`config.mk`:
```
export PLATFORM = sky130hd
export DESIGN_NAME = ssu_top
export DESIGN_NICKNAME = d
export VERILOG_FILES = /design/src/design/ssu_pkg.sv /design/src/design/ssu_top.sv
export VERILOG_INCLUDE_DIRS = /design/src /design/src/design
export SDC_FILE = /design/constraint.sdc
export NUM_CORES = 1
export LEC_CHECK = 0
export ABC_AREA = 1
export BUFFER_PORTS_ARGS = -buffer_cell sky130_fd_sc_hd__buf_4
export CAP_MARGIN = 20
export CORE_UTILIZATION = 60
export CTS_BUF_LIST = sky130_fd_sc_hd__clkbuf_8
export DETAILED_ROUTE_END_ITERATION = 7
export PLACE_DENSITY = 0.89
export REMOVE_ABC_BUFFERS = 1
export SYNTH_ARGS = -nofsm -noshare
export SYNTH_HDL_FRONTEND = slang
export SYNTH_SLANG_ARGS = --single-unit
```
`constraint.sdc`:
```
create_clock -name pclk -period 3.1 [get_ports pclk]
set_clock_uncertainty 0.05 [all_clocks]
set_input_delay 0.31 -clock pclk [delete_from_list [all_inputs] [get_ports pclk]]
set_output_delay 0.31 -clock pclk [all_outputs]
set_load 0.1 [all_outputs]
```
`src/design/ssu_consts.svh`:
```
/*
 * Register indices, byte addresses, field positions, reset values and timing
 * limits of the clocked serial unit.
 * Assumes a 32-bit APB address where each register takes one aligned word.
 */
`ifndef SSU_CONSTS_SVH
`define SSU_CONSTS_SVH

// Register indices; the byte address of each is four times its index.
`define SSU_IDX_MAIN_CTL 28'hffffd00
`define SSU_IDX_CLK_CTL 28'hffffd01
`define SSU_IDX_LEN_CTL 28'hffffd02
`define SSU_IDX_STATUS 28'hffffd03
`define SSU_IDX_TX_DATA 28'hffffd04
`define SSU_IDX_RX_DATA 28'hffffd05

`define SSU_ADDR_MAIN_CTL {2'b00, `SSU_IDX_MAIN_CTL, 2'b00}
`define SSU_ADDR_CLK_CTL {2'b00, `SSU_IDX_CLK_CTL, 2'b00}
`define SSU_ADDR_LEN_CTL {2'b00, `SSU_IDX_LEN_CTL, 2'b00}
`define SSU_ADDR_STATUS {2'b00, `SSU_IDX_STATUS, 2'b00}
`define SSU_ADDR_TX_DATA {2'b00, `SSU_IDX_TX_DATA, 2'b00}
`define SSU_ADDR_RX_DATA {2'b00, `SSU_IDX_RX_DATA, 2'b00}

// Main control fields.
`define SSU_MC_PWR 7
`define SSU_MC_TXE 6
`define SSU_MC_RXE 5
`define SSU_MC_DIR 4
`define SSU_MC_TMS 1
`define SSU_MC_SCE 0
`define SSU_MC_MASK 8'hf3

// Status fields.
`define SSU_ST_BUSY 7
`define SSU_ST_OVF 0

// Length code fields.
`define SSU_LEN_TOP 3

// Reset values.
`define SSU_RST_MAIN_CTL 8'h00
`define SSU_RST_CLK_CTL 3'h0
`define SSU_RST_LEN_CTL 4'h0
`define SSU_RST_DATA 16'h0000

// Frame lengths in bits.
`define SSU_LEN_MIN 5'h08
`define SSU_LEN_MAX 5'h10

// Largest divider select; half a shift clock period is 2**sel pclk cycles.
`define SSU_DIV_SEL_MAX 3'h5

`endif

```
`src/design/ssu_pkg.sv`:
```
/*
 * Types shared by the clocked serial unit.
 * Assumes ssu_consts.svh for all numeric constants.
 */
package ssu_pkg;

    typedef enum logic [1:0] {
        SSU_IDLE,
        SSU_LOW,
        SSU_HIGH
    } ssu_state_t;

    typedef enum logic [2:0] {
        SSU_REG_MAIN,
        SSU_REG_CLK,
        SSU_REG_LEN,
        SSU_REG_STAT,
        SSU_REG_TX,
        SSU_REG_RX,
        SSU_REG_NONE
    } ssu_reg_t;

endpackage

```
`src/design/ssu_top.sv`:
```
/*
 * Clocked synchronous serial unit, master side: APB register file, frame
 * length decode, busy and overrun status, single and continuous transfers,
 * receive-complete and transmit-ready request pulses.
 * Assumes pclk at 20 MHz, presetn asynchronous active low, and a peer that
 * samples on the rising shift clock edge with the clock idling high.
 */
//
// Behaviour
// - Length code 0000 gives 8 bits, 0001-0111 give 9-15, top bit set gives 16.
// - Short frames use the low end of the data registers in either bit order.
// - Unused upper receive bits read zero after a short transfer.
// - Status resets to 00H and again whenever unit enable is cleared.
// - Busy is read-only, set by a transmit write or a receive dummy read.
// - Busy clears at the last shift clock edge of the frame.
// - Overrun sets when a reception completes before the previous word was read.
// - Overrun detection also applies in single mode, transmit only included.
// - Writing 0 clears overrun; writing 1 does nothing.
// - Two requests: receive-complete has priority over transmit-ready.
// - Receive-complete pulses whenever a word enters the receive register.
// - Receive-complete also pulses when an overrun occurs.
// - In single mode receive-complete pulses after every transfer.
// - Continuous transmit modes pulse transmit-ready once transmit data is taken.
// - Single modes never pulse transmit-ready.
// - Single transmit: a transmit write sets busy and starts a transfer.
// - During transmission the shift clock is driven and data shifted out with it.
// - After transmission clock and data stop, receive-complete pulses, busy clears.
// - Single receive: a dummy read sets busy, starts clocking and sampling input.
// - After reception clock and sampling stop, receive-complete pulses, busy clears.
// - A receive read restarts reception only while the start trigger is 1.
// - Serial output is held low while transmit enable is 0.
// - Bit order 0 shifts MSB first, 1 shifts LSB first.
`timescale 1ns/1ps
`include "ssu_consts.svh"

module ssu_top import ssu_pkg::*; (
    input wire logic pclk,
    input wire logic presetn,
    input wire logic [31:0] paddr,
    input wire logic psel,
    input wire logic penable,
    input wire logic pwrite,
    input wire logic [31:0] pwdata,
    output logic [31:0] prdata,
    output logic pready,
    output logic pslverr,
    output logic shift_clock_pin,
    output logic serial_out_pin,
    input wire logic serial_in_pin,
    output logic receive_complete_irq,
    output logic transmit_ready_irq
);

    function automatic ssu_reg_t addr_decode(input logic [31:0] a);
        ssu_reg_t r;
        r = SSU_REG_NONE;
        case (a)
            `SSU_ADDR_MAIN_CTL: r = SSU_REG_MAIN;
            `SSU_ADDR_CLK_CTL: r = SSU_REG_CLK;
            `SSU_ADDR_LEN_CTL: r = SSU_REG_LEN;
            `SSU_ADDR_STATUS: r = SSU_REG_STAT;
            `SSU_ADDR_TX_DATA: r = SSU_REG_TX;
            `SSU_ADDR_RX_DATA: r = SSU_REG_RX;
            default: r = SSU_REG_NONE;
        endcase
        return r;
    endfunction

    function automatic logic [4:0] frame_len(input logic [3:0] code);
        logic [4:0] n;
        n = code[`SSU_LEN_TOP] ? `SSU_LEN_MAX : (`SSU_LEN_MIN + {2'b00, code[2:0]});
        return n;
    endfunction

    // Bit position of the cnt-th bit on the wire, always within the low length bits.
    function automatic logic [3:0] bit_pos(input logic [4:0] cnt, input logic [4:0] len,
                                           input logic lsb_first);
        logic [4:0] p;
        p = lsb_first ? cnt : (len - 5'h01 - cnt);
        return p[3:0];
    endfunction

    function automatic logic [5:0] div_half(input logic [2:0] sel);
        logic [2:0] s;
        s = (sel > `SSU_DIV_SEL_MAX) ? `SSU_DIV_SEL_MAX : sel;
        return 6'h01 << s;
    endfunction

    logic [7:0] ctl_q;
    logic [2:0] clk_sel_q;
    logic [3:0] len_code_q;
    logic busy_q;
    logic ovf_q;
    logic unread_q;
    logic [15:0] tx_q;
    logic tx_full_q;
    logic [15:0] rx_q;
    logic [15:0] sh_tx_q;
    logic [15:0] sh_rx_q;
    logic [4:0] cnt_q;
    logic [5:0] div_q;
    ssu_state_t state_q;
    logic go_q;
    logic next_q;
    logic sin_m1_q;
    logic sin_m2_q;
    logic sin_m3_q;
    logic sin_q;
    logic [31:0] prdata_q;
    logic pready_q;
    logic pslverr_q;
    logic sck_q;
    logic sout_q;
    logic rx_irq_q;
    logic tx_irq_q;

    wire unit_enable = ctl_q[`SSU_MC_PWR];
    wire transmit_enable = ctl_q[`SSU_MC_TXE];
    wire receive_enable = ctl_q[`SSU_MC_RXE];
    wire bit_order_select = ctl_q[`SSU_MC_DIR];
    wire continuous = ctl_q[`SSU_MC_TMS];
    wire start_trigger_enable = ctl_q[`SSU_MC_SCE];

    wire setup = psel & ~penable;
    wire access = psel & penable & pready_q;
    ssu_reg_t acc_reg;
    assign acc_reg = addr_decode(paddr);
    wire wr = access & pwrite;
    wire rd = access & ~pwrite;
    wire wr_main = wr & (acc_reg == SSU_REG_MAIN);
    wire wr_clk = wr & (acc_reg == SSU_REG_CLK);
    wire wr_len = wr & (acc_reg == SSU_REG_LEN);
    wire wr_stat = wr & (acc_reg == SSU_REG_STAT);
    wire wr_tx = wr & (acc_reg == SSU_REG_TX);
    wire rd_rx = rd & (acc_reg == SSU_REG_RX);

    wire [4:0] len = frame_len(len_code_q);
    wire [5:0] half = div_half(clk_sel_q);
    wire half_hit = (div_q == (half - 6'h01));
    wire last_bit = (cnt_q == (len - 5'h01));
    wire [3:0] pos = bit_pos(cnt_q, len, bit_order_select);
    wire [3:0] pos_next = bit_pos(cnt_q + 5'h01, len, bit_order_select);

    // A transmit write is taken when idle, or in continuous mode while the buffer is free.
    wire tx_accept = wr_tx & unit_enable & transmit_enable
                     & (~busy_q | (continuous & ~tx_full_q));
    wire start_tx = wr_tx & unit_enable & transmit_enable & ~busy_q;
    wire start_rd = rd_rx & unit_enable & receive_enable & ~transmit_enable
                    & start_trigger_enable & ~busy_q;

    wire done = (state_q == SSU_LOW) & half_hit & last_bit;
    wire cont = continuous & ((transmit_enable & tx_full_q)
                | (~transmit_enable & receive_enable & start_trigger_enable));
    wire load = ((state_q == SSU_IDLE) & go_q)
                | ((state_q == SSU_HIGH) & half_hit & next_q);
    wire [15:0] rx_word = sh_rx_q | ({15'h0, sin_q} << pos);
    // Single mode counts every frame as received; continuous only with reception on.
    wire capture = done & (receive_enable | ~continuous);

    // APB slave: one wait-free access phase after each setup cycle.
    always_ff @(posedge pclk or negedge presetn) begin
        if (!presetn) begin
            pready_q <= 1'b0;
            pslverr_q <= 1'b0;
            prdata_q <= 32'h0000_0000;
        end else begin
            pready_q <= setup;
            pslverr_q <= setup & (acc_reg == SSU_REG_NONE);
            if (setup) begin
                case (acc_reg)
                    SSU_REG_MAIN: prdata_q <= {24'h000000, ctl_q};
                    SSU_REG_CLK: prdata_q <= {29'h0, clk_sel_q};
                    SSU_REG_LEN: prdata_q <= {28'h0000000, len_code_q};
                    SSU_REG_STAT: prdata_q <= {24'h000000, busy_q, 6'h00, ovf_q};
                    SSU_REG_TX: prdata_q <= {16'h0000, tx_q};
                    SSU_REG_RX: prdata_q <= {16'h0000, rx_q};
                    default: prdata_q <= 32'h0000_0000;
                endcase
            end
        end
    end

    // Mode bits are frozen while the unit runs; only enable and start trigger move.
    always_ff @(posedge pclk or negedge presetn) begin
        if (!presetn) begin
            ctl_q <= `SSU_RST_MAIN_CTL;
        end else if (wr_main) begin
            if (!unit_enable) begin
                ctl_q <= pwdata[7:0] & `SSU_MC_MASK;
            end else begin
                ctl_q[`SSU_MC_PWR] <= pwdata[`SSU_MC_PWR];
                ctl_q[`SSU_MC_SCE] <= pwdata[`SSU_MC_SCE];
            end
        end
    end

    always_ff @(posedge pclk or negedge presetn) begin
        if (!presetn) begin
            clk_sel_q <= `SSU_RST_CLK_CTL;
        end else if (wr_clk && !unit_enable) begin
            clk_sel_q <= pwdata[2:0];
        end
    end

    always_ff @(posedge pclk or negedge presetn) begin
        if (!presetn) begin
            len_code_q <= `SSU_RST_LEN_CTL;
        end else if (wr_len && (!unit_enable || (!transmit_enable && !receive_enable))) begin
            len_code_q <= pwdata[3:0];
        end
    end

    // Busy: set by a start, cleared at the last edge unless the next frame follows.
    always_ff @(posedge pclk or negedge presetn) begin
        if (!presetn) begin
            busy_q <= 1'b0;
        end else if (!unit_enable) begin
            busy_q <= 1'b0;
        end else if (start_tx || start_rd) begin
            busy_q <= 1'b1;
        end else if (done && !cont) begin
            busy_q <= 1'b0;
        end
    end

    // Overrun: a capture while the last word is unread sets it and wins over a clear.
    always_ff @(posedge pclk or negedge presetn) begin
        if (!presetn) begin
            ovf_q <= 1'b0;
        end else if (!unit_enable) begin
            ovf_q <= 1'b0;
        end else if (capture && unread_q) begin
            ovf_q <= 1'b1;
        end else if (wr_stat && !pwdata[`SSU_ST_OVF]) begin
            ovf_q <= 1'b0;
        end
    end

    always_ff @(posedge pclk or negedge presetn) begin
        if (!presetn) begin
            unread_q <= 1'b0;
        end else if (!unit_enable) begin
            unread_q <= 1'b0;
        end else if (capture) begin
            unread_q <= 1'b1;
        end else if (rd_rx) begin
            unread_q <= 1'b0;
        end
    end

    // Transmit data and its buffer-full flag; the shifter takes a copy on load.
    always_ff @(posedge pclk or negedge presetn) begin
        if (!presetn) begin
            tx_q <= `SSU_RST_DATA;
            tx_full_q <= 1'b0;
        end else if (!unit_enable) begin
            tx_full_q <= 1'b0;
        end else if (tx_accept) begin
            tx_q <= pwdata[15:0];
            tx_full_q <= 1'b1;
        end else if (load) begin
            tx_full_q <= 1'b0;
        end
    end

    // Receive data is only replaced while reception is enabled.
    always_ff @(posedge pclk or negedge presetn) begin
        if (!presetn) begin
            rx_q <= `SSU_RST_DATA;
        end else if (done && receive_enable) begin
            rx_q <= rx_word;
        end
    end

    // Busy drops at the last rise while the clock still idles out its high half, so a
    // start taken then is held here until the engine is back in idle and loads it.
    always_ff @(posedge pclk or negedge presetn) begin
        if (!presetn) begin
            go_q <= 1'b0;
        end else if (!unit_enable) begin
            go_q <= 1'b0;
        end else if (start_tx || start_rd) begin
            go_q <= 1'b1;
        end else if (load) begin
            go_q <= 1'b0;
        end
    end

    // Serial input synchroniser; a change counts once the last two stages agree.
    always_ff @(posedge pclk or negedge presetn) begin
        if (!presetn) begin
            sin_m1_q <= 1'b0;
            sin_m2_q <= 1'b0;
            sin_m3_q <= 1'b0;
            sin_q <= 1'b0;
        end else begin
            sin_m1_q <= serial_in_pin;
            sin_m2_q <= sin_m1_q;
            sin_m3_q <= sin_m2_q;
            if (sin_m2_q == sin_m3_q) begin
                sin_q <= sin_m3_q;
            end
        end
    end

    // Shift engine: clock low half drives data, rising edge samples input.
    always_ff @(posedge pclk or negedge presetn) begin
        if (!presetn) begin
            state_q <= SSU_IDLE;
            sh_tx_q <= `SSU_RST_DATA;
            sh_rx_q <= `SSU_RST_DATA;
            cnt_q <= 5'h00;
            div_q <= 6'h00;
            next_q <= 1'b0;
            sck_q <= 1'b1;
            sout_q <= 1'b0;
        end else if (!unit_enable) begin
            state_q <= SSU_IDLE;
            next_q <= 1'b0;
            sck_q <= 1'b1;
            sout_q <= 1'b0;
        end else if (load) begin
            sh_tx_q <= transmit_enable ? tx_q : `SSU_RST_DATA;
            sh_rx_q <= `SSU_RST_DATA;
            cnt_q <= 5'h00;
            div_q <= 6'h00;
            next_q <= 1'b0;
            sck_q <= 1'b0;
            sout_q <= transmit_enable & tx_q[bit_pos(5'h00, len, bit_order_select)];
            state_q <= SSU_LOW;
        end else begin
            case (state_q)
                SSU_IDLE: begin
                    sck_q <= 1'b1;
                    sout_q <= 1'b0;
                end
                SSU_LOW: begin
                    if (half_hit) begin
                        div_q <= 6'h00;
                        sck_q <= 1'b1;
                        sh_rx_q <= rx_word;
                        next_q <= last_bit & cont;
                        state_q <= SSU_HIGH;
                    end else begin
                        div_q <= div_q + 6'h01;
                    end
                end
                SSU_HIGH: begin
                    if (!half_hit) begin
                        div_q <= div_q + 6'h01;
                    end else if (last_bit) begin
                        // Frame over without follower: clock parks high, data low.
                        div_q <= 6'h00;
                        sout_q <= 1'b0;
                        state_q <= SSU_IDLE;
                    end else begin
                        div_q <= 6'h00;
                        cnt_q <= cnt_q + 5'h01;
                        sck_q <= 1'b0;
                        sout_q <= transmit_enable & sh_tx_q[pos_next];
                        state_q <= SSU_LOW;
                    end
                end
                default: begin
                    state_q <= SSU_IDLE;
                    sck_q <= 1'b1;
                    sout_q <= 1'b0;
                end
            endcase
        end
    end

    // Request pulses; receive-complete comes before transmit-ready in priority.
    always_ff @(posedge pclk or negedge presetn) begin
        if (!presetn) begin
            rx_irq_q <= 1'b0;
            tx_irq_q <= 1'b0;
        end else begin
            rx_irq_q <= capture & unit_enable;
            tx_irq_q <= load & continuous & transmit_enable & unit_enable;
        end
    end

    assign prdata = prdata_q;
    assign pready = pready_q;
    assign pslverr = pslverr_q;
    assign shift_clock_pin = sck_q;
    assign serial_out_pin = sout_q;
    assign receive_complete_irq = rx_irq_q;
    assign transmit_ready_irq = tx_irq_q;

endmodule

```
# == Word-level counts from Yosys, hierarchy flattened ==
# Cells that the tools add are included.
# word_totals
in_bits,70
ff_bits,138
wordCells,209
out_inout_bits,38
# classes
bitwise,51
n_shift,2
n_reduce_logical,31
mux,57
n_addsub,7
n_eq_ne,30
magnitude_cmp,3
# op_table
operator,n
$eq 32x30->1 const B,6
$pmux 16 s6,1
$mux 16,4
$and 1x1->1,39
$mux 1,30
$mux 5,5
$ne 3x1->1 const B,7
$mux 6,3
$pmux 3 s6,1
$or 16x16->16,1
$shl 1x4->16,1
$mux 4,3
$ne 4x4->1 const B,3
$reduce_and 2->1,6
$lt 4x5->1 const B,2
$eq 3x3->1 const B,3
$reduce_and 3->1,3
$bmux 1 s4,2
$mux 2,4
$reduce_bool 2->1,4
$sub 4x4->4,2
$logic_and 1x1->1,7
$not 1->1,7
$add 6x1->6 const B,1
other kinds (25),36

# == Depth between registers and ports, before layout ==
# Gate-level depths: netlist of the first run.
# logic_depth
ltp_word,13
depth_mapped,19
ltp_nobuf,19

# == Least setup slack after synthesis of the first run ==
# OpenSTA, ideal clock, no wires.
# synth_path
path_type,reg-to-reg
start,reg len_code_q[3]
end,reg sh_rx_q[6]
synth_period_minus_slack_ps,2668
path_buffers,0
setup_ps,94
t_arrival_ps,2524
slack_ps,432
stages_incl_launch_ff,14
required_ps,2956
cell_sequence,dfrtp_1 -> inv_1 -> nand2_1 -> ha_1 -> inv_1 -> fa_1 -> inv_1 -> o21ai_0 -> inv_1 -> nor4_1 -> nand2_1 -> nand2_1 -> inv_1 -> a211oi_1
# synth_via
elab_chain_len,9
# synth_lines
element,line,source
"start, declared",ssu_top.sv:91,logic [3:0] len_code_q;
"start signal, assigned",ssu_top.sv:207,len_code_q <= `SSU_RST_LEN_CTL;
"start signal, assigned",ssu_top.sv:209,len_code_q <= pwdata[3:0];
$mux 5,ssu_top.sv:71,"n = code[`SSU_LEN_TOP] ? `SSU_LEN_MAX : (`SSU_LEN_MIN + {2'b00, code[2:0]});"
$sub 5x1->5,ssu_top.sv:79,p = lsb_first ? cnt : (len - 5'h01 - cnt);
$sub 4x4->4,ssu_top.sv:79,
$mux 4,ssu_top.sv:79,
$shl 1x4->16,ssu_top.sv:156,"wire [15:0] rx_word = sh_rx_q | ({15'h0, sin_q} << pos);"
$or 16x16->16,ssu_top.sv:156,
$mux 16,ssu_top.sv:338,if (half_hit) begin
$mux 16,ssu_top.sv:332,case (state_q)
$mux 16,ssu_top.sv:322,end else if (load) begin
"end signal, assigned",ssu_top.sv:311,sh_rx_q <= `SSU_RST_DATA;
"end signal, assigned",ssu_top.sv:324,sh_rx_q <= `SSU_RST_DATA;
"end signal, assigned",ssu_top.sv:341,sh_rx_q <= rx_word;
"end, declared",ssu_top.sv:99,logic [15:0] sh_rx_q;
# No other way between the ends. The select of a mux whose other input is x is not followed.
# A chain may end at the register's enable or synchronous reset.

# == Final worst setup path of the first run ==
# layout_path
start,reg len_code_q[3]
end,reg sout_q (netlist: serial_out_pin)
# layout_via
elab_chain_len,12
word_cells_on_any_way,17
classes_between,add/sub (2); eq/ne (1); mux (12); bitwise (2)
# layout_lines
element,line,source
$mux 5 (*),ssu_top.sv:71,
$sub 5x1->5 (*),ssu_top.sv:79,
$sub 4x4->4,ssu_top.sv:79,
$mux 4,ssu_top.sv:79,
$bmux 1 s4,ssu_top.sv:360,sout_q <= transmit_enable & sh_tx_q[pos_next];
$mux 1 (implied by the code),ssu_top.sv:360,
$and 1x1->1,ssu_top.sv:360,
$mux 1,ssu_top.sv:351,end else if (last_bit) begin
$mux 1,ssu_top.sv:349,if (!half_hit) begin
$pmux 1 s2,ssu_top.sv:332,
$mux 1 (*),ssu_top.sv:322,
$mux 1 (*),ssu_top.sv:317,end else if (!unit_enable) begin
"end signal, assigned",ssu_top.sv:329,"sout_q <= transmit_enable & tx_q[bit_pos(5'h00, len, bit_order_select)];"
"end signal, assigned",ssu_top.sv:360,
"end, declared",ssu_top.sv:113,logic sout_q;
# Mark *: on every way between the ends. The rest lies on a longest branch, timed or not. The select of a mux whose other input is x is not followed.

==> metrics, run 1 <==
outcome finished, violations left; failing checks design-rule violations; final antenna-violating net count 0; Die Wd 112 um; reg-to-reg slack, setup 0.29 ns; maximum clock frequency 0.356 GHz; nature of the critical path endpoint register; CTS Buffer Depth 2; final wirelength ~18,000 um; core area 11,600 um2; vias per inst 5.46; Pre-Repair DR Iteration Count 8; measured slew at the worst slew-check pin 0.663 ns; routability congestion estimate about 0.95; Crit Path Max Fanout 8; Post-Synthesis Cells 936; fin area about 8400 um2; IO Port Bufs 75; Initial DRC Count about 560; number of CTS-inserted buffers 17; Area Growth Syn to Fin 16.2%; share of the synthesized area in the top cell type 42.0%; drt drc 4; synth unique cells 45; fin. max-slew vios 0; critical path data arrival time 3.11 ns; first-pass GRT wire length 29,700 um; ANT cells 0; worst setup margin around 0.29 ns; Sink Count 122; largest net degree at the start of global routing 73; Reg-to-Reg End serial_out_pin$_DFFE_PN0P_; Reg-to-Reg Start len_code_q[3]$_DFFE_PN0P_; asr flop ratio synth 100%; FP Rows 39; final setup TNS 0 ns; Final setup violation count 0; vias in the first global route 6,364; Post-synth EDFFs 0; worst r2r path cells 16; gr usage total 30.5%; #FFs+latches synth 122; Worst EP required 3.40 ns; # placed instances 1,149; crit path from len_code_q[3]$_DFFE_PN0P_; Synth Flop Type dfrtp_1; root buf cell clkbuf_8; commonest non-fill, non-tap cell in the layout nand2_1; crit path time final 2.81 ns; Worst-Skew Late Latency 0.45 ns; number of fill cells 890; fraction of layout cells with a size suffix above 1 between 10% and 20%; CP Class register to register; end of the critical path serial_out_pin$_DFFE_PN0P_; footprint of the multi-input gates 3430 um2; total grt overflow 0; routed len/inst between 10 and 15 um; slowest CP cell fa_1; Lkg Pwr 4.12 nW; via count about 6.5k; final non-filler cell total 1,182; Die Area 12,500 um2; synth warn 0; I/O Pins 108; Worst path most repeated cell nand2_1; worst rel slew slack between 50% and 60%; Initial Util roughly 62%; Critical Path Start Type register; Post-Syn Area per Cell 7.70 um2; CTS clk-pin slew, worst paths 0.07 ns; initial antenna violation count 0; post-synthesis sequential area ratio between 40% and 50%; CTS tree yes; Tcrit/Tclk final 90.6%; MaxCap Viol Count 0; Final Hold Viols 0; placed inst area 7900 um2; die height 112 um; post-DP HPWL 12,900 um; Place WS 0.104 ns; pwr dens 401 nW/um2; register area 3050 um2; H-tree depth 4; largest cells by area after synthesis dfrtp_1, nand2_1, inv_1; CP peak stage delay 0.55 ns; Peak VDD IR 0.000392 V; CP Cell Sequence inv_1 -> nand2_1 -> ha_1 -> fa_1 -> o21ai_1 -> buf_4 -> a21oi_1 -> o21ai_0 -> nand2_1 -> inv_1 -> o21ai_1 -> nand3_1 -> nand2_1 -> o21ai_1 -> nand2_1 -> nand2_1; largest area contributor in the synthesized netlist dfrtp_1; worst min path class input pin to register; Layout Nets 1,115; commonest non-fill, non-tap cells in the layout nand2_1, inv_1, dfrtp_1; overall power ~3.4 mW; synthesized area 7210 um2
==> flip-flops by register name, indices dropped and copies added (netlist names), 2 cells and up <==
name	count
clk_sel_q	3
cnt_q	5
ctl_q	6
div_q	6
len_code_q	4
prdata	16
rx_q	16
sh_rx_q	16
sh_tx_q	16
state_q	2
tx_q	16
==> critical path, delay by kind of cell (launching register included) <==
kind                       cells  cell delay, ns
adders and majority gates      2            0.91
DFF                            1            0.39
AOI/OAI and AO/OA              5            0.55
buffers and inverters          3            0.31
and+or+nand+nor                6            0.48
==> kinds of logic (layout without fill, tap and decap cells) <==
logic type                 after synthesis  count (layout)  synth area share [%]
buffers and inverters                  181             269                  11.1
AOI/OAI and AO/OA                      173             173                  14.1
adders and majority gates               18              18                  3.30
other                                    1              16                0.0520
xor gates and xnor gates                15              15                  1.82
and+or+nand+nor                        426             426                  27.2
DFF                                    122             122                  42.4
==> cells in the mapped netlist, types with 2 or more instances <==
library cell and instances:
ha_1 15, nor2_4 6, nand3_1 34, xnor2_1 5
o21ai_0 65, dfrtp_1 121, o21ai_2 16, fa_1 2
nand4_4 2, nor4_1 3, xor2_1 10, a21oi_1 34
inv_2 4, nor2_2 5, nand2_4 5, clkbuf_1 5
nor3_4 2, inv_1 138, buf_6 4, o21ai_1 28
nor3_1 18, nand2_1 244, buf_4 21, a211oi_1 8
inv_4 2, o211ai_1 6, nand4_1 11, o22ai_1 11
or2_2 3, nand2_2 22, buf_2 6, nor2_1 67
==> how the worst min path moves through the flow <==
stage | from | endpoint | slack [ns] | cells after the start
2_1_floorplan | presetn | busy_q$_DFFE_PN0P_ | -0.04 | 0
3_3_place_gp | presetn | pready$_DFF_PN0_ | 0.28 | 1
3_5_place_dp | presetn | pready$_DFF_PN0_ | 0.28 | 1
4_1_cts | pwdata[5] | ctl_q[5]$_DFFE_PN0P_ | 0.02 | 3
5_1_grt | pwdata[5] | ctl_q[5]$_DFFE_PN0P_ | 0.04 | 3
6_report | pwdata[5] | ctl_q[5]$_DFFE_PN0P_ | 0.04 | 3
==> metrics by stage <==
| step | hold slack (ns) | util, % |
|---|---|---|
| floorplan | -0.0356 | - |
| global placement | 0.278 | 68.3 |
| detailed placement | 0.279 | 68.3 |
| CTS | 0.0207 | 72.2 |
| global route | 0.0374 | 72.4 |
| finish | 0.0361 | 72.4 |
==> power by group <==
part	total [mW]	internal, mW	leakage, nW	switching (mW)
combinational	0.235	0.0624	2.23	0.173
clock	1.52	0.888	0.219	0.635
sequential	1.60	1.60	1.67	0.00376
total	3.36	2.55	4.12	0.811
==> what timing repair did <==
action,in CTS,in global routing
setup endpoints to repair,0,36
buffers inserted,0,0
endpoints found under the hold margin,41,0
hold buffers,3,0
resized for setup,0,8
==> layer usage <==
metal	vias up	part of all wire (%)	global-route usage, %
met3	50	7.3	6.21
met2	261	48	51.0
met5	-	0	0
met1	3010	41	38.3
li1	3135	-	-
met4	0	3.3	14.2
==> final cells by class <==
cell class | count | share of cell area [%]
well taps | 143 | 2.14
inverters | 145 | 6.56
clock buffers | 22 | 3.62
flip-flops and latches | 122 | 36.5
multi-input cells | 648 | 41.0
clock inverters | 8 | 1.42
repair buffers | 94 | 8.82
(Power assumes the default switching activity.)
==> inputs of run 2 (changes only) <==
--- a/config.mk
+++ b/config.mk
@@ -12,7 +12,7 @@
 export CORE_UTILIZATION = 60
 export CTS_BUF_LIST = sky130_fd_sc_hd__clkbuf_8
 export DETAILED_ROUTE_END_ITERATION = 7
-export PLACE_DENSITY = 0.89
+export PLACE_DENSITY = 0.91
 export REMOVE_ABC_BUFFERS = 1
 export SYNTH_ARGS = -nofsm -noshare
 export SYNTH_HDL_FRONTEND = slang
==> run 2 against run 1 <==
The run still ends with design-rule violations left; first-iteration DRC count is 0.89% higher; sequential share of layout area is 0.35 points higher; flip-flop and latch count stayed put; sequential power hardly changed; routed wire length is 0.25% higher; hold slack worse by 0.0034 ns; critical path depth is 3 lower; non-clock buffer count stayed put; via count is 0.36% higher; cell area is 0.94% lower; largest cell class unchanged.
==> metrics, run 2 (same netlist as run 1, synthesis figures left out) <==
outcome finished, violations left; failing checks design-rule violations; first-pass GRT wire length just under 30,000 um; worst setup margin just over 0.2 ns; CP Cell Sequence inv_1 -> nand2_1 -> ha_1 -> inv_1 -> fa_1 -> inv_1 -> o21ai_1 -> inv_1 -> nor4_1 -> nand2_1 -> nand2_1 -> inv_1 -> a211oi_1; critical path data arrival time 3.21 ns; Area Growth Syn to Fin 15.1%; fraction of layout cells with a size suffix above 1 around 19%; MaxCap Viol Count 0; setup bufs post-CTS 0; slowest CP cell fa_1; ANT cells 0; vias per inst 5.47; fin. max-slew vios 0; post-DP HPWL around 13,000 um; routability congestion estimate 0.960; Worst-Skew Late Latency 0.46 ns; Worst EP required 3.41 ns; Critical Path Start Type register; I/O Pins 108; routed len/inst 15.0 um; number of fill cells 849; Die Area 12,500 um2; Lkg Pwr 4.07 nW; final core occ 71.7%; pwr dens 378 nW/um2; CP Class register to register; Die Wd around 110 um; footprint of the multi-input gates between 3000 and 4000 um2; nature of the critical path endpoint register; final non-filler cell total roughly 1.2k; CTS Buffer Depth 2; die height 112 um; Sink Count 122; # placed instances 1,149; Initial Util 62.3%; Layout Nets 1,115; core area ~12,000 um2; Initial DRC Count approximately 570; vias in the first global route ~6.2k; maximum clock frequency ~0.35 GHz; IO Port Bufs 75; final antenna-violating net count 0; final wirelength about 18,000 um; drt drc 9; largest net degree at the start of global routing 56; Tcrit/Tclk final 93.5%; Crit Path Max Fanout 4; Final setup violation count 0; commonest non-fill, non-tap cell in the layout nand2_1; via count 6,479; Final Hold Viols 0; gr usage total 30.5%; register area 3050 um2; number of CTS-inserted buffers 17; CTS tree yes; FP Rows 39; commonest non-fill, non-tap cells in the layout nand2_1, inv_1, dfrtp_1; root buf cell clkbuf_8; crit path time final 2.90 ns; initial antenna violation count 0; CTS clk-pin slew, worst paths 0.08 ns; final setup TNS 0 ns; measured slew at the worst slew-check pin 0.714 ns; H-tree depth 4; CP peak stage delay 0.52 ns; worst min path class input pin to register; worst rel slew slack between 50% and 60%; final hold slack 0.0327 ns; Worst path most repeated cell inv_1; Place WS roughly 0.13 ns; Pre-Repair DR Iteration Count 8; Peak VDD IR 0.000483 V; total grt overflow 0
run 2: cell count changes in the layout (fill, tap and decap cells not counted), moves of 2 or more:
cell | before | now
bufinv_16 | 3 | 0
clkbuf_8 | 22 | 17
clkinv_2 | 1 | 3
clkinvlp_4 | 1 | 5
inv_1 | 139 | 137
inv_6 | 0 | 6
run 2: report_power, final:
group / total [mW] / internal [mW] / leakage [nW] / switching [mW]
Combinational: 0.236 / 0.0632 / 2.23 / 0.173
Clock: 1.30 / 0.565 / 0.168 / 0.738
Sequential: 1.60 / 1.59 / 1.67 / 0.00383
Total: 3.14 / 2.22 / 4.07 / 0.915
run 2: per-stage QoR:
step / area (um2) / total power [mW]
after floorplan: 7010 / 1.76
after global placement: 7900 / 1.86
after detailed placement: 7900 / 1.86
after CTS: 8280 / 3.15
after global routing: 8290 / 3.23
final: 8290 / 3.14
run 2: cell type report:
type | instances | area share (%)
multi-input combinational | 648 | 41.3
sequential | 122 | 36.8
timing repair buffer | 94 | 8.90
inverter | 145 | 6.62
clock buffer | 17 | 2.82
tap | 143 | 2.16
clock inverter | 15 | 1.40
run 2: per-layer routing:
layer,track usage [%],wire [um],up-vias
met5,0,0,-
met4,14.9,545,0
met3,7.29,1500,40
met2,49.3,8430,265
met1,38.6,7280,3036
li1,-,-,3138
run 2: worst max-delay path: cells and delay by family, from the launching register on:
| kind | cells | cell delay [ns] |
|---|---|---|
| AND/OR/NAND/NOR | 4 | 0.57 |
| flip-flops | 1 | 0.38 |
| buffers and inverters | 5 | 0.43 |
| AO/OA/AOI/OAI | 2 | 0.50 |
| adder cells (fa/ha/maj) | 2 | 0.88 |
run 2: final timing paths:
path / startpoint / to / slack, ns / cells past startpoint
max: len_code_q[3]$_DFFE_PN0P_ / sh_rx_q[6]$_DFFE_PN0P_ / 0.20 / 13
min: pwdata[5] / ctl_q[5]$_DFFE_PN0P_ / 0.03 / 3
max reg2reg: len_code_q[3]$_DFFE_PN0P_ / sh_rx_q[6]$_DFFE_PN0P_ / 0.20 / 13
min reg2reg: sin_m1_q$_DFF_PN0_ / sin_m2_q$_DFF_PN0_ / 0.31 / 0
max in group asynchronous: presetn / sh_rx_q[11]$_DFFE_PN0P_ / 1.83 / 3
min in group asynchronous: presetn / pslverr$_DFF_PN0_ / 0.38 / 2
run 2: repair_timing:
item | in CTS | in global routing
setup endpoints to repair | 0 | 28
endpoints found under the hold margin | 55 | 0
gates resized for setup | 0 | 7
hold buffers | 3 | 0
==> inputs of run 3 (changes only) <==
--- a/config.mk
+++ b/config.mk
@@ -6,10 +6,9 @@
 export SDC_FILE = /design/constraint.sdc
 export NUM_CORES = 1
 export LEC_CHECK = 0
-export ABC_AREA = 1
 export BUFFER_PORTS_ARGS = -buffer_cell sky130_fd_sc_hd__buf_4
 export CAP_MARGIN = 20
-export CORE_UTILIZATION = 60
+export CORE_UTILIZATION = 59
 export CTS_BUF_LIST = sky130_fd_sc_hd__clkbuf_8
 export DETAILED_ROUTE_END_ITERATION = 7
 export PLACE_DENSITY = 0.91
==> run 3 against run 2 <==
Clock power is 10% higher; non-clock buffer count is 20 higher; synthesized cell count is 30% lower; sequential share of layout area is 0.99 points higher; cell count is 23% lower; routed wire length is 8.0% higher; maximum frequency is 4.2% lower; setup slack worse by 0.13 ns; the flow now finishes without violations; die area is 5.5% lower; via count is 7.3% lower; first-iteration DRC count is 24% higher.
==> metrics, run 3 <==
CTS tree yes; first-pass GRT wire length 29,100 um; multiplexer share of the synthesized area 10.2%; share of the synthesized area in the top cell type 45.3%; via count roughly 6k; Tcrit/Tclk final 97.6%; gr usage total 33.0%; CP Class register to register; Adder-Cell Fraction of Synth Area around 3.6%; Reg-to-Reg Start len_code_q[3]$_DFFE_PN0P_; fraction of layout cells with a size suffix above 1 27.8%; H-tree depth 4; I/O Pins 108; total grt overflow 0; ANT cells 0; final wirelength 19,200 um; synth warn 0; Reg-to-Reg End rx_q[0]$_DFFE_PN0P_; Die Area 11,800 um2; largest net degree at the start of global routing 70; MaxCap Viol Count 0; asr flop ratio synth 100%; Lkg Pwr 3.81 nW; reg-to-reg slack, setup 0.07 ns; Die Wd around 110 um; Initial Util about three fifths; Synth Area in Compound Gates 16.4%; root buf cell clkbuf_8; initial antenna violation count 0; RSZ-0062 raised after global routing no; sink of the worst hold path tx_q[15]$_DFFE_PN0P_; Pre-Repair DR Iteration Count 5; synthesized area about 6700 um2; #FFs+latches synth 122; outcome completed; die height 108 um; number of CTS-inserted buffers 17; fin. max-slew vios 0; commonest non-fill, non-tap cells in the layout dfrtp_1, buf_4, nand2_1; maximum clock frequency between 0.3 and 0.4 GHz; pwr dens 405 nW/um2; Crit Path Max Fanout 8; dominant cell by count in the synthesized netlist dfrtp_1; worst min path class input pin to register; worst r2r path cells 13; worst rel slew slack between 40% and 50%; Simple-Gate Fraction of Synth Area between 10% and 20%; CTS clk-pin slew, worst paths 0.08 ns; Worst EP required 3.40 ns; most frequent cells after synthesis dfrtp_1, nand2_1, nor2_1; IO Port Bufs 75; largest family of logic cells by synthesized area simple AND/OR/NAND/NOR gates; Layout Nets 851; Area Growth Syn to Fin 20.8%; routed len/inst 20.9 um; xor and xnor area share after synthesis roughly 1.6%; Final setup violation count 0; largest cells by area after synthesis dfrtp_1, mux2i_1, nand2_1; post-synthesis sequential area ratio a little under half; number of fill cells 720; final hold slack 0.0385 ns; critical path data arrival time between 3 and 4 ns; final non-filler cell total 916; core area 10,900 um2; largest area contributor in the synthesized netlist dfrtp_1; post-DP HPWL 12,700 um; Synth Flop Type dfrtp_1; vias in the first global route 5,834; Post-Synthesis Cells about 660; # placed instances 882; crit path time final 3.03 ns; vias per inst approximately 6.6; Initial DRC Count 702; final antenna-violating net count 0; Worst-Skew Late Latency 0.45 ns; routability congestion estimate 0.967; hold path startpoint pwdata[15]; drt drc 0; Final Hold Viols 0; Post-synth EDFFs 0; Post-Syn Area per Cell 10.2 um2; Peak VDD IR between 0.0004 and 0.0005 V; FP Rows 38; measured slew at the worst slew-check pin roughly 0.78 ns; commonest non-fill, non-tap cell in the layout dfrtp_1; hold-critical path depth 2; Sink Count 122; synth unique cells 78; nature of the critical path endpoint register; Critical Path Start Type register; CTS Buffer Depth 2
[run 3: changes by cell type in the layout (fill, tap and decap cells not counted), sizes merged, moves of 16 or more]
cell / previous run / this run
a22o: 1 / 19
a22oi: 0 / 16
nand3: 36 / 11
buf: 91 / 112
nand2: 271 / 71
mux2i: 0 / 29
inv: 151 / 24
o21ai: 110 / 32
mux2: 0 / 30
nor2: 79 / 47
[run 3: cells by family (layout without fill, tap and decap cells)]
logic type / after synthesis / after routing
AOI/OAI and AO/OA: 161 / 161
xor gates and xnor gates: 12 / 12
adders and majority gates: 18 / 18
buffers and inverters: 68 / 171
DFF: 122 / 122
muxes: 60 / 60
other: 1 / 16
and+or+nand+nor: 216 / 216
[run 3: area by class of cell]
class                      count  area [um2]  area share (%)
clock buffer                  19         262            3.24
clock inverter                12         125            1.55
inverter                      26        97.6            1.21
tap                          140         175            2.17
timing repair buffer         114         902            11.2
sequential                   122        3060            37.8
multi-input combinational    483        3460            42.9
[run 3: report_power, final]
part | internal (mW) | switching [mW] | leakage [nW]
Combinational | 0.0671 | 0.166 | 1.99
Sequential | 1.60 | 0.00970 | 1.64
Clock | 0.744 | 0.681 | 0.181
[run 3: repair_timing]
action / 4_1_cts / 5_1_grt
hold endpoints to repair: 53 / 0
buffers inserted: 0 / 1
gates cloned: 0 / 0
pin swaps: 0 / 4
setup endpoints to repair: 28 / 54
hold buffers: 2 / 0
gates resized for setup: 7 / 24
[run 3: through the flow]
| stage | worst slack [ns] | setup TNS [ns] | util, % | cell area (um2) | power [mW] |
|---|---|---|---|---|---|
| global route | 0.00216 | 0 | 73.9 | 8080 | 3.36 |
| floorplan | -0.0649 | -1.52 | - | 6500 | 1.76 |
| finish | 0.0745 | 0 | 73.9 | 8080 | 3.27 |
| global placement | 0.0417 | 0 | 68.9 | 7540 | 1.87 |
| detailed placement | -0.0787 | -0.489 | 68.9 | 7540 | 1.87 |
| CTS | 0.00772 | 0 | 72.9 | 7970 | 3.27 |
[run 3: critical path, cell delays in order, from the launching register on]
cell	delay, ns
dfrtp_2	0.46
nand2b_2	0.24
ha_4	0.31
inv_2	0.07
ha_1	0.30
nor2b_2	0.17
o21ai_2	0.13
a21oi_1	0.10
nor3_2	0.19
buf_6	0.18
mux2i_1	0.20
buf_4	0.17
a21oi_1	0.11
a21oi_1	0.23
[run 3: routing by layer]
layer	part of all wire, %	up-vias	track usage [%]
li1	-	2569	-
met1	36	2886	40.4
met2	48	446	54.9
met3	10	107	6.93
met4	5.2	0	17.3
met5	0	-	0.893
[run 3: worst max-delay path by stage]
stage / startpoint / to / depth (start not counted)
6_report: len_code_q[3]$_DFFE_PN0P_ / rx_q[0]$_DFFE_PN0P_ / 13
5_1_grt: clk_sel_q[0]$_DFFE_PN0P_ / div_q[4]$_DFFE_PN0P_ / 9
4_1_cts: clk_sel_q[0]$_DFFE_PN0P_ / sh_tx_q[0]$_DFFE_PN0P_ / 9
3_5_place_dp: len_code_q[3]$_DFFE_PN0P_ / sh_rx_q[9]$_DFFE_PN0P_ / 12
3_3_place_gp: paddr[1] / tx_q[15]$_DFFE_PN0P_ / 11
2_1_floorplan: paddr[1] / tx_q[0]$_DFFE_PN0P_ / 10
